[config.mk]
export PLATFORM = sky130hd
export DESIGN_NAME = hcrd_top
export DESIGN_NICKNAME = d
export VERILOG_FILES = /design/src/shared/hcrd_pkg.sv /design/src/hw/hcrd_top.sv /design/src/hw/hcrd_rx_queue.sv /design/src/hw/hcrd_frame_filter.sv
export SDC_FILE = /design/constraint.sdc
export NUM_CORES = 1
export LEC_CHECK = 0
export BUFFER_PORTS_ARGS = -buffer_cell sky130_fd_sc_hd__clkbuf_2
export CELL_PAD_IN_SITES_DETAIL_PLACEMENT = 2
export CELL_PAD_IN_SITES_GLOBAL_PLACEMENT = 2
export CORE_MARGIN = 4
export CORE_UTILIZATION = 44
export DETAILED_ROUTE_END_ITERATION = 10
export GPL_ROUTABILITY_DRIVEN = 1
export GPL_TIMING_DRIVEN = 0
export HOLD_SLACK_MARGIN = 0.1
export PLACE_DENSITY_LB_ADDON = 0.1
export SYNTH_ARGS = -nofsm -noshare
export SYNTH_HDL_FRONTEND = slang
export SYNTH_SLANG_ARGS = --single-unit
[constraint.sdc]
create_clock -name mclk -period 18.2 [get_ports mclk]
set_clock_uncertainty 0.2 [all_clocks]
set_input_delay 2.73 -clock mclk [delete_from_list [all_inputs] [get_ports mclk]]
set_output_delay 2.73 -clock mclk [all_outputs]
set_load 0.01 [all_outputs]
[src/shared/hcrd_pkg.sv]
package hcrd_pkg;

  // register select codes
  localparam logic [1:0] REG_CSR = 2'h0;
  localparam logic [1:0] REG_BAR = 2'h1;
  localparam logic [1:0] REG_BCR = 2'h2;

  // command and status field positions
  localparam int CSR_STATUS_LSB = 0;
  localparam int CSR_STATUS_W   = 4;
  localparam int CSR_RX_IE_BIT  = 6;
  localparam int CSR_CMD_DONE   = 7;
  localparam int CSR_CMD_LSB    = 8;
  localparam int CSR_CMD_W      = 6;
  localparam int CSR_RX_DONE    = 15;

  // reset values
  localparam logic [15:0] CSR_RESET     = 16'h0000;
  localparam logic        OFFLINE_RESET = 1'b1;

  // command codes, in hex
  localparam logic [5:0] CMD_RESERVED   = 6'h00;
  localparam logic [5:0] CMD_LOOP_MOD   = 6'h01;
  localparam logic [5:0] CMD_LOOP_INT   = 6'h02;
  localparam logic [5:0] CMD_LOOP_CLR   = 6'h03;
  localparam logic [5:0] CMD_PROM_SET   = 6'h04;
  localparam logic [5:0] CMD_PROM_CLR   = 6'h05;
  localparam logic [5:0] CMD_ROE_SET    = 6'h06;
  localparam logic [5:0] CMD_ROE_CLR    = 6'h07;
  localparam logic [5:0] CMD_OFFLINE    = 6'h08;
  localparam logic [5:0] CMD_ONLINE     = 6'h09;
  localparam logic [5:0] CMD_SUPPLY_RX  = 6'h20;
  localparam logic [5:0] CMD_LOAD_SEND  = 6'h29;
  localparam logic [5:0] CMD_FLUSH_RXQ  = 6'h30;
  localparam logic [5:0] CMD_RESET      = 6'h3F;

  // status codes
  localparam logic [3:0] ST_SUCCESS = 4'h0;
  localparam logic [3:0] ST_ILLEGAL = 4'h2;
  localparam logic [3:0] ST_INAPPR  = 4'h3;
  localparam logic [3:0] ST_NXM     = 4'hF;

  // frame status word bits
  localparam int FS_CRC_BIT   = 0;
  localparam int FS_ALIGN_BIT = 1;

  // bytes per host memory word
  localparam logic [15:0] WORD_BYTES = 16'h0002;

  // default depth of the receive buffer queue
  localparam int RXQ_DEPTH = 4;

  typedef enum logic [1:0] {CMD_IDLE, CMD_EXEC, CMD_PROBE} hcrd_cmd_state_type;
  typedef enum logic [2:0] {RX_IDLE, RX_DROP, RX_STAT, RX_DATA, RX_DONE} hcrd_rx_state_type;

endpackage

[src/hw/hcrd_top.sv]
`timescale 1ns/1ns
// What this block does
// asynchronous commands only arm receive DMA
// host loads address, count, then code
// probe word, queue pair, post status
// oldest queued buffer takes received data
// receive done set; commands still accepted
// enable gates interrupt; clearing withdraws it
// status field loaded; host writes ignored
// address register write-only, sixteen bits
// host loads both before DMA commands
// count write-only; zero gives memory error
// code zero completes as illegal command
// host writes code into bits 13:8
// module loopback: transmit into receive, offline
// data loopback bypasses CRC generator
// internal loopback before cable, offline
// internal loopback frames pass receive filter
// mode changes keep receive FIFO contents
// clear loopback leaves either loopback mode
// indicator on during internal loopback only
// promiscuous accepts all destinations; own frames no CRC
// normal: physical, multicast, broadcast only
// receive-on-error delivers and flags errors
// non-DMA commands execute, post status, done
// errored frames dropped without receive-on-error
// send while offline is inappropriate command
// new command clears command done
module hcrd_top #(
  parameter int QUEUE_DEPTH = hcrd_pkg::RXQ_DEPTH
) (
  // clock and reset
  input  wire logic        mclk,
  input  wire logic        rst_n,
  // host register port
  input  wire logic [1:0]  reg_sel,
  input  wire logic        reg_wr,
  input  wire logic        reg_rd,
  input  wire logic [15:0] reg_wdata,
  output logic      [15:0] reg_rdata,
  output logic             rx_irq,
  // host memory DMA master
  output logic             dma_req,
  output logic      [15:0] dma_addr,
  output logic      [15:0] dma_wdata,
  input  wire logic        dma_ack,
  input  wire logic        dma_nxm,
  // network receive FIFO stream
  input  wire logic        net_valid,
  output logic             net_ready,
  input  wire logic [15:0] net_data,
  input  wire logic        net_first,
  input  wire logic        net_last,
  input  wire logic        net_crc_err,
  input  wire logic        net_align_err,
  input  wire logic        net_fragment,
  input  wire logic        net_own,
  input  wire logic        net_phys_match,
  input  wire logic        net_mcast_match,
  input  wire logic        net_bcast_match,
  // looped transmit stream
  input  wire logic        loop_valid,
  output logic             loop_ready,
  input  wire logic [15:0] loop_data,
  input  wire logic        loop_first,
  input  wire logic        loop_last,
  input  wire logic        loop_phys_match,
  input  wire logic        loop_mcast_match,
  input  wire logic        loop_bcast_match,
  // mode outputs
  output logic             offline,
  output logic             loop_module,
  output logic             loop_internal,
  output logic             crc_bypass,
  output logic             promiscuous,
  output logic             rx_on_error,
  output logic             pass_fail_led
);
  typedef struct packed {
    hcrd_pkg::hcrd_cmd_state_type cmd_state;  // command sequencer
    hcrd_pkg::hcrd_rx_state_type  rx_state;   // receive DMA engine
    logic [5:0]  cmd_code;     // last command written
    logic [3:0]  status;       // posted status code
    logic        cmd_done;     // command complete
    logic        rx_done;      // receive transfer complete
    logic        rx_ie;        // receive interrupt enable
    logic [15:0] bar;          // buffer base address
    logic [15:0] dma_buffer_length;          // buffer byte count
    logic        loop_module;
    logic        loop_internal;
    logic        offline;
    logic        promisc;
    logic        roe;          // receive-on-error
    logic        dma_req;
    logic [15:0] dma_addr;
    logic [15:0] dma_wdata;
    logic [15:0] rx_addr;      // current receive buffer pointer
    logic [15:0] rx_cnt;       // bytes left in receive buffer
    logic [15:0] rdata;        // register read data
  } hcrd_state_type;

  hcrd_state_type r;
  hcrd_state_type n;

  logic [1:0]  rst_pipe;     // reset release synchroniser
  logic        rst_sync_n;   // synchronised reset
  logic        q_push;
  logic        q_pop;
  logic        q_flush;
  logic [15:0] q_head_addr;
  logic [15:0] q_head_len;
  logic        q_empty;
  logic        q_full;
  logic        s_valid;      // selected receive source
  logic        s_ready;
  logic [15:0] s_data;
  logic        s_first;
  logic        s_last;
  logic        s_crc;
  logic        s_align;
  logic        s_frag;
  logic        s_phys;
  logic        s_mcast;
  logic        s_bcast;
  logic        s_accept;
  logic        any_loop;
  logic        rx_owns_dma;  // receive engine mid-transfer

  // counts down a buffer, never below zero
  function automatic logic [15:0] dec_count(input logic [15:0] c);
    dec_count = (c >= hcrd_pkg::WORD_BYTES) ? c - hcrd_pkg::WORD_BYTES : 16'h0000;
  endfunction

  // status of non-supply commands
  function automatic logic [3:0] status_for(input logic [5:0] c, input logic off,
                                            input logic cnt_zero);
    status_for = hcrd_pkg::ST_SUCCESS;
    // reserved code zero
    if (c == hcrd_pkg::CMD_RESERVED) begin
      status_for = hcrd_pkg::ST_ILLEGAL;
    end else if ((c >= 6'h14 && c <= 6'h17) || (c >= 6'h1B && c <= 6'h1F) ||
                 (c >= 6'h21 && c <= 6'h27) || (c >= 6'h2D && c <= 6'h2F) ||
                 (c >= 6'h31 && c <= 6'h3E)) begin
      // reserved and undefined codes
      status_for = hcrd_pkg::ST_ILLEGAL;
    end else if (c == hcrd_pkg::CMD_LOAD_SEND && off) begin
      // no send while offline
      status_for = hcrd_pkg::ST_INAPPR;
    end else if ((c >= 6'h18 && c <= 6'h1A) || (c >= 6'h28 && c <= 6'h2C)) begin
      // zero count on DMA commands
      if (cnt_zero) begin
        status_for = hcrd_pkg::ST_NXM;
      end
    end
  endfunction

  // async assert, release through two flops
  always_ff @(posedge mclk or negedge rst_n) begin
    if (!rst_n) begin
      rst_pipe <= 2'h0;
    end else begin
      rst_pipe <= {rst_pipe[0], 1'b1};
    end
  end
  assign rst_sync_n = rst_pipe[1];

  // looped frames replace network input
  always_comb begin
    any_loop = r.loop_module || r.loop_internal;
    s_valid  = any_loop ? loop_valid : net_valid;
    s_data   = any_loop ? loop_data  : net_data;
    s_first  = any_loop ? loop_first : net_first;
    s_last   = any_loop ? loop_last  : net_last;
    s_phys   = any_loop ? loop_phys_match  : net_phys_match;
    s_mcast  = any_loop ? loop_mcast_match : net_mcast_match;
    s_bcast  = any_loop ? loop_bcast_match : net_bcast_match;
    s_align  = any_loop ? 1'b0 : net_align_err;
    s_frag   = any_loop ? 1'b0 : net_fragment;
    // own frames skip the CRC check in promiscuous mode
    s_crc    = any_loop ? 1'b0 : (net_crc_err && !(r.promisc && net_own));
  end

  // internal loopback filters addresses
  hcrd_frame_filter u_filter (
    .promisc         (r.promisc),
    .rx_on_error     (r.roe),
    .use_addr_filter (!r.loop_module),
    .fragment        (s_frag),
    .crc_err         (s_crc),
    .align_err       (s_align),
    .phys_match      (s_phys),
    .mcast_match     (s_mcast),
    .bcast_match     (s_bcast),
    .accept          (s_accept)
  );

  hcrd_rx_queue #(.DEPTH(QUEUE_DEPTH)) u_queue (
    .mclk       (mclk),
    .rst_sync_n (rst_sync_n),
    .push       (q_push),
    .pop        (q_pop),
    .flush      (q_flush),
    .push_addr  (r.bar),
    .push_len   (r.dma_buffer_length),
    .head_addr  (q_head_addr),
    .head_len   (q_head_len),
    .empty      (q_empty),
    .full       (q_full)
  );

  // next state of the whole block
  always_comb begin
    n           = r;
    q_push      = 1'b0;
    q_pop       = 1'b0;
    q_flush     = 1'b0;
    s_ready     = 1'b0;
    rx_owns_dma = (r.rx_state == hcrd_pkg::RX_STAT) || (r.rx_state == hcrd_pkg::RX_DATA);

    // address and count hold last write
    if (reg_wr) begin
      case (reg_sel)
        hcrd_pkg::REG_BAR: begin
          n.bar = reg_wdata;
        end
        hcrd_pkg::REG_BCR: begin
          n.dma_buffer_length = reg_wdata;
        end
        hcrd_pkg::REG_CSR: begin
          // zero withdraws a pending request
          n.rx_ie = reg_wdata[hcrd_pkg::CSR_RX_IE_BIT];
          if (!reg_wdata[hcrd_pkg::CSR_RX_DONE]) begin
            n.rx_done = 1'b0;
          end
          // new command clears done
          if (r.cmd_state == hcrd_pkg::CMD_IDLE) begin
            n.cmd_code  = reg_wdata[hcrd_pkg::CSR_CMD_LSB +: hcrd_pkg::CSR_CMD_W];
            n.cmd_done  = 1'b0;
            n.cmd_state = hcrd_pkg::CMD_EXEC;
          end
        end
        default: begin
        end
      endcase
    end

    // status as posted, others read zero
    if (reg_rd) begin
      n.rdata = (reg_sel == hcrd_pkg::REG_CSR) ?
                {r.rx_done, 1'b0, r.cmd_code, r.cmd_done, r.rx_ie, 2'b00, r.status} :
                16'h0000;
    end

    // command sequencer
    case (r.cmd_state)
      hcrd_pkg::CMD_IDLE: begin
      end
      hcrd_pkg::CMD_EXEC: begin
        n.cmd_state = hcrd_pkg::CMD_IDLE;
        n.cmd_done  = 1'b1;
        if (r.cmd_code == hcrd_pkg::CMD_SUPPLY_RX) begin
          // zero count gives memory error
          if (r.dma_buffer_length == 16'h0000) begin
            n.status = hcrd_pkg::ST_NXM;
          end else if (q_full) begin
            n.status = hcrd_pkg::ST_INAPPR;
          end else begin
            // arm only, transfer waits for a frame
            n.cmd_done  = 1'b0;
            n.cmd_state = hcrd_pkg::CMD_PROBE;
          end
        end else begin
          // execute and post status
          n.status = status_for(r.cmd_code, r.offline, r.dma_buffer_length == 16'h0000);
          case (r.cmd_code)
            // module loopback, offline
            hcrd_pkg::CMD_LOOP_MOD: begin
              n.loop_module   = 1'b1;
              n.loop_internal = 1'b0;
              n.offline       = 1'b1;
            end
            // internal loopback, queue kept
            hcrd_pkg::CMD_LOOP_INT: begin
              n.loop_internal = 1'b1;
              n.loop_module   = 1'b0;
              n.offline       = 1'b1;
            end
            // leave either loopback
            hcrd_pkg::CMD_LOOP_CLR: begin
              n.loop_module   = 1'b0;
              n.loop_internal = 1'b0;
            end
            // accept all destinations
            hcrd_pkg::CMD_PROM_SET: begin
              n.promisc = 1'b1;
            end
            // address filter, queue kept
            hcrd_pkg::CMD_PROM_CLR: begin
              n.promisc = 1'b0;
            end
            // deliver errored frames
            hcrd_pkg::CMD_ROE_SET: begin
              n.roe = 1'b1;
            end
            // drop errored frames
            hcrd_pkg::CMD_ROE_CLR: begin
              n.roe = 1'b0;
            end
            // online state frozen in loopback
            hcrd_pkg::CMD_OFFLINE: begin
              n.offline = any_loop ? r.offline : 1'b1;
            end
            hcrd_pkg::CMD_ONLINE: begin
              n.offline = any_loop ? r.offline : 1'b0;
            end
            hcrd_pkg::CMD_FLUSH_RXQ: begin
              q_flush = 1'b1;
            end
            hcrd_pkg::CMD_RESET: begin
              q_flush         = 1'b1;
              n.loop_module   = 1'b0;
              n.loop_internal = 1'b0;
              n.promisc       = 1'b0;
              n.roe           = 1'b0;
              n.offline       = hcrd_pkg::OFFLINE_RESET;
            end
            default: begin
            end
          endcase
        end
      end
      hcrd_pkg::CMD_PROBE: begin
        // probe one word, then queue
        if (!r.dma_req && !rx_owns_dma) begin
          n.dma_req   = 1'b1;
          n.dma_addr  = r.bar;
          n.dma_wdata = 16'h0000;
        end else if (r.dma_req && !rx_owns_dma && dma_ack) begin
          n.dma_req   = 1'b0;
          n.cmd_done  = 1'b1;
          n.cmd_state = hcrd_pkg::CMD_IDLE;
          n.status    = dma_nxm ? hcrd_pkg::ST_NXM : hcrd_pkg::ST_SUCCESS;
          q_push      = !dma_nxm;
        end
      end
      default: begin
        n.cmd_state = hcrd_pkg::CMD_IDLE;
      end
    endcase

    // receive engine beside sequencer
    case (r.rx_state)
      hcrd_pkg::RX_IDLE: begin
        if (s_valid) begin
          if (!s_first || !s_accept || (r.offline && !any_loop)) begin
            // rejected frames are consumed unseen
            s_ready = 1'b1;
            if (s_first && !s_last) begin
              n.rx_state = hcrd_pkg::RX_DROP;
            end
          end else if (!q_empty && r.cmd_state != hcrd_pkg::CMD_PROBE) begin
            // oldest buffer first
            q_pop       = 1'b1;
            n.rx_addr   = q_head_addr + hcrd_pkg::WORD_BYTES;
            n.rx_cnt    = dec_count(q_head_len);
            n.dma_req   = 1'b1;
            n.dma_addr  = q_head_addr;
            // error flags at head of packet
            n.dma_wdata = 16'h0000;
            n.dma_wdata[hcrd_pkg::FS_CRC_BIT]   = s_crc;
            n.dma_wdata[hcrd_pkg::FS_ALIGN_BIT] = s_align;
            n.rx_state  = hcrd_pkg::RX_STAT;
          end
        end
      end
      hcrd_pkg::RX_DROP: begin
        s_ready = s_valid;
        if (s_valid && s_last) begin
          n.rx_state = hcrd_pkg::RX_IDLE;
        end
      end
      hcrd_pkg::RX_STAT: begin
        if (dma_ack) begin
          n.dma_req  = 1'b0;
          n.rx_state = hcrd_pkg::RX_DATA;
        end
      end
      hcrd_pkg::RX_DATA: begin
        if (!r.dma_req) begin
          if (s_valid && r.rx_cnt == 16'h0000) begin
            // buffer full: frame tail lost
            s_ready = 1'b1;
            if (s_last) begin
              n.rx_state = hcrd_pkg::RX_DONE;
            end
          end else if (s_valid) begin
            n.dma_req   = 1'b1;
            n.dma_addr  = r.rx_addr;
            n.dma_wdata = s_data;
          end
        end else if (dma_ack) begin
          n.dma_req = 1'b0;
          s_ready   = 1'b1;
          n.rx_addr = r.rx_addr + hcrd_pkg::WORD_BYTES;
          n.rx_cnt  = dec_count(r.rx_cnt);
          if (s_last) begin
            n.rx_state = hcrd_pkg::RX_DONE;
          end
        end
      end
      hcrd_pkg::RX_DONE: begin
        // set after the clear, so set wins
        n.rx_done  = 1'b1;
        n.rx_state = hcrd_pkg::RX_IDLE;
      end
      default: begin
        n.rx_state = hcrd_pkg::RX_IDLE;
      end
    endcase
  end

  // state register
  always_ff @(posedge mclk or negedge rst_sync_n) begin
    if (!rst_sync_n) begin
      r         <= '0;
      r.offline <= hcrd_pkg::OFFLINE_RESET;
    end else begin
      r <= n;
    end
  end

  // handshakes back to the sources
  assign net_ready  = !any_loop && s_ready;
  assign loop_ready = any_loop && s_ready;

  // outputs
  assign reg_rdata     = r.rdata;
  assign rx_irq        = r.rx_done && r.rx_ie;
  assign dma_req       = r.dma_req;
  assign dma_addr      = r.dma_addr;
  assign dma_wdata     = r.dma_wdata;
  assign offline       = r.offline;
  assign loop_module   = r.loop_module;
  assign loop_internal = r.loop_internal;
  assign crc_bypass    = any_loop;
  assign promiscuous   = r.promisc;
  assign rx_on_error   = r.roe;
  // led on in internal loopback
  assign pass_fail_led = r.loop_internal;
endmodule

[src/hw/hcrd_rx_queue.sv]
`timescale 1ns/1ns
// fifo of buffer address and byte count pairs
module hcrd_rx_queue #(
  parameter int DEPTH = hcrd_pkg::RXQ_DEPTH
) (
  // clock and reset
  input  wire logic        mclk,
  input  wire logic        rst_sync_n,
  // control
  input  wire logic        push,
  input  wire logic        pop,
  input  wire logic        flush,
  // entry in
  input  wire logic [15:0] push_addr,
  input  wire logic [15:0] push_len,
  // head entry and fill state
  output logic      [15:0] head_addr,
  output logic      [15:0] head_len,
  output logic             empty,
  output logic             full
);
  localparam int PW = $clog2(DEPTH);

  // pointer wrap needs a power of two
  generate
    if (DEPTH < 2 || (DEPTH & (DEPTH - 1)) != 0) begin : g_bad_depth
      $error("queue depth must be a power of two of at least 2");
    end
  endgenerate

  typedef struct packed {
    logic [DEPTH-1:0][31:0] mem;   // address high, count low
    logic [PW-1:0]          rd;    // oldest entry
    logic [PW-1:0]          wr;    // next free slot
    logic [PW:0]            cnt;   // entries held
  } hcrd_q_type;

  hcrd_q_type r;
  hcrd_q_type n;

  assign empty     = (r.cnt == '0);
  assign full      = (r.cnt == (PW+1)'(DEPTH));
  assign head_addr = r.mem[r.rd][31:16];
  assign head_len  = r.mem[r.rd][15:0];

  // next state: flush wins, then pop and push
  always_comb begin
    n = r;
    if (flush) begin
      n.rd  = '0;
      n.wr  = '0;
      n.cnt = '0;
    end else begin
      // oldest first, order supplied
      if (pop && !empty) begin
        n.rd  = r.rd + 1'b1;
      end
      if (push && !full) begin
        n.mem[r.wr] = {push_addr, push_len};
        n.wr        = r.wr + 1'b1;
      end
      n.cnt = r.cnt + (PW+1)'(push && !full) - (PW+1)'(pop && !empty);
    end
  end

  // state register
  always_ff @(posedge mclk or negedge rst_sync_n) begin
    if (!rst_sync_n) begin
      r <= '0;
    end else begin
      r <= n;
    end
  end
endmodule

[src/hw/hcrd_frame_filter.sv]
`timescale 1ns/1ns
// decides whether a frame reaches the host
module hcrd_frame_filter (
  // mode
  input  wire logic promisc,
  input  wire logic rx_on_error,
  input  wire logic use_addr_filter,
  // frame facts
  input  wire logic fragment,
  input  wire logic crc_err,
  input  wire logic align_err,
  input  wire logic phys_match,
  input  wire logic mcast_match,
  input  wire logic bcast_match,
  // decision
  output logic      accept
);
  logic addr_ok;   // destination passes
  logic err_ok;    // error state passes

  // destination check, skipped in promiscuous mode
  assign addr_ok = promisc || !use_addr_filter || phys_match || mcast_match || bcast_match;

  // errored frames only pass in receive-on-error mode
  assign err_ok = rx_on_error || !(crc_err || align_err);

  // collision fragments never pass
  assign accept = !fragment && addr_ok && err_ok;
endmodule

==> run metrics <==
status finished, final reports clean; Slew HR 31.33%; R2R Path End u_queue.r[1]$_DFF_PN0_; Root Buffer clkbuf_16; post-cts resize count 0; clock slew at reported path FFs about 0.060 ns; Post-DP Area about 15000 um^2; Avg Inst Size Synth 11.81 um^2; PortBufs approximately 130; GRT Total Usage 29.31%; Worst Setup End Kind output pin; R2R Path Start loop_internal$_DFFE_PN0P_; dpl hpwl about 34 mm; main flop type after synthesis dfrtp_1; # IOs 131; crit path DAT about 5 ns; number of library cell types mapped by synthesis 84; Die X roughly 190 um; clk sinks 268; initial core utilization 44.86%; final max-slew violation count 0; sequential area share after synthesis between 40% and 50%; Rows 64; Critical Path RT about 15 ns; worst hold path class reg2async; Post-Syn Instances between 1000 and 1500; R2R cell count 12; Slew @ Worst Pin slightly above 1 ns; post-cts hold buffer count 1; period utilization between 40% and 50%; clk_lat worst skew just under 0.6 ns; largest net degree at the start of global routing 70; top cells by area, synth dfrtp_1 48%, mux2_2 13%, mux4_2 4.2%; Ys Warns 0; worst-path fanout max 6; Max Fclk ~130 MHz; vias in the first global route 11900; Design Area, Final 16150 um^2; setup_tns 0 ns; H-tree levels 1; die area roughly 34000 um^2; PwrDens about 150 nW/um^2; first-pass GRT wire length ~76 mm; vias 10620; TritonCTS clock tree built; number of synthesized register bits approximately 270; share of layout cells above drive strength 1 about 35%; initial DRC count between 700 and 800; RD Place Congestion a little under 0.9; Setup Crit Path Kind in2out; area leader, netlist dfrtp_1; fin nets approximately 1400; Core ar. just over 30000 um^2; die height between 150 and 200 um; post-layout min period between 7 and 8 ns; RSZ-0062 raised after global routing false; CTS max path bufs 3; CP Launch Point net_phys_match; Cell Area, Synth about 14000 um^2; Worst Setup EP net_ready; worst reg2reg setup slack 13.90 ns; post-synth top area share between 40% and 50%; Area Growth Syn to Fin 16.77%; Post-CTS Setup Inserts 0; fill cell count between 3000 and 4000; Final Hold Viols 0; total gr overflow 0; Final setup viols 0; TritonCTS Buffers 31; leakage power total around 7.6 nW; DR vias/cell a little over 6; ant diodes 0; initial antenna violation count 0; maximum VDD drop between 100 and 150 uV; CP Launch Type input port; final WL ~50 mm; Async SR Flop Fraction between 90% and 100%; total iterations of the first detailed-routing run 7; Post-route DRC 0; post-detailed-route count of antenna-violating nets 0; max cap viols 0; Post-synth EDFFs 0; routed length per instance 28.49 um
-- cell usage in the layout, fill, tap and decap left out, drive strengths merged, types with 7 or more instances in the layout --
| cell type | instances |
|---|---|
| a22oi | 19 |
| a21oi | 26 |
| ha | 14 |
| nor3 | 22 |
| buf | 86 |
| or3 | 16 |
| mux4 | 32 |
| o211ai | 7 |
| dfrtp | 267 |
| o2bb2ai | 14 |
| mux2 | 169 |
| nand2b | 12 |
| and2 | 11 |
| o221ai | 12 |
| mux2i | 36 |
| nor4 | 19 |
| xor2 | 9 |
| nand2 | 65 |
| inv | 39 |
| nand3b | 10 |
| o21ai | 75 |
| nand3 | 16 |
| nor2 | 58 |
| clkbuf | 205 |
| xnor2 | 21 |
-- synthesized netlist by cell type, drive strengths merged (4+ instances only) --
master   number
clkbuf       28
o2bb2ai      14
mux2        169
o41ai         4
o221ai       12
nor3b         5
inv          38
buf          81
nand2        65
xnor2        21
and2         11
nand3b       10
o211ai        7
nor2b         6
nor4         19
nand2b       12
xor2          9
dfrtp       267
and3          5
nand4         6
mux4         32
a21oi        26
ha           14
nor2         58
nor3         22
mux2i        36
or3          16
o21ai        75
a31oi         5
nand3        16
a22oi        19
o31ai         5
or3b          4
-- cell families after synthesis --
family	count (synthesis)	synth area share, %
AO/OA/AOI/OAI	207	10.28
XOR/XNOR	30	1.900
AND/OR/NAND/NOR	265	10.17
multiplexers	237	21.74
adder cells (fa/ha/maj)	15	1.411
buffers and inverters	147	5.944
other	2	0.05430
flip-flops	268	48.50
-- through the flow --
step                setup WS (ns)  std cells  hold slack, ns  utilization, %  total power, mW
finish                      10.35       1756          0.1420           52.38            2.378
global route                10.32       1756          0.1551           52.38            2.506
CTS                         10.35       1756          0.1483           52.38            2.385
detailed placement          10.42       1700         0.06636           48.92            1.695
global placement            6.605       1696          0.1386           48.55            1.639
floorplan                   9.980       1173          0.1312               -            1.391
-- worst min-delay path by stage --
stage	depth (start not counted)	slack [ns]	end	start
after floorplan	0	0.13	rst_pipe[1]$_DFF_PN0_	rst_pipe[0]$_DFF_PN0_
after global placement	0	0.14	rst_pipe[1]$_DFF_PN0_	rst_pipe[0]$_DFF_PN0_
after detailed placement	0	0.07	r[107]$_DFFE_PN0P_	rst_pipe[1]$_DFF_PN0_
after CTS	1	0.15	u_queue.r[109]$_DFFE_PN0P_	rst_pipe[1]$_DFF_PN0_
after global routing	1	0.16	u_queue.r[109]$_DFFE_PN0P_	rst_pipe[1]$_DFF_PN0_
final	1	0.14	u_queue.r[109]$_DFFE_PN0P_	rst_pipe[1]$_DFF_PN0_
-- flip-flops by register name, summed over array words and instances (netlist names) --
register,count
loop_module,1
loop_internal,1
rx_on_error,1
promiscuous,1
dma_addr,16
dma_req,1
dma_wdata,16
reg_rdata,12
u_queue.r,135
offline,1
r,81
rst_pipe,2
-- per-layer routing --
layer,part of all wire [%],wire length (um),track usage [%],vias to the layer above
met5,0,0,0,-
met4,3.2,1611,8.426,0
met3,4.0,1983,3.378,97
met2,51,25320,51.08,305
met1,42,21120,38.72,5635
li1,-,-,-,4585
-- power by group --
part | switching (mW) | leakage, nW | total (mW) | internal (mW)
Clock | 0.262 | 0.516 | 0.647 | 0.385
Sequential | 0.140 | 3.57 | 0.858 | 0.719
Combinational | 0.513 | 3.49 | 0.873 | 0.360
Total | 0.914 | 7.57 | 2.38 | 1.46
-- layout make-up --
| class | count | area [um^2] | share of cell area (%) |
|---|---|---|---|
| sequential | 268 | 6711 | 41.56 |
| multi-input combinational | 758 | 6307 | 39.06 |
| clock buffer | 50 | 957.2 | 5.927 |
| timing repair buffer | 132 | 765.7 | 4.742 |
| buffer | 109 | 676.9 | 4.192 |
| tap | 396 | 495.5 | 3.068 |
| inverter | 38 | 145.1 | 0.8987 |
| clock inverter | 5 | 90.09 | 0.5578 |
-- worst max-delay path, stage by stage --
cell      delay (ns)
clkbuf_2        0.09
or4_1           0.53
o211a_1         0.18
o211ai_1        0.67
nor2_1          0.08
o22ai_1         0.29
and2_1          0.19
clkbuf_2        0.14
(Power assumes the default switching activity.)
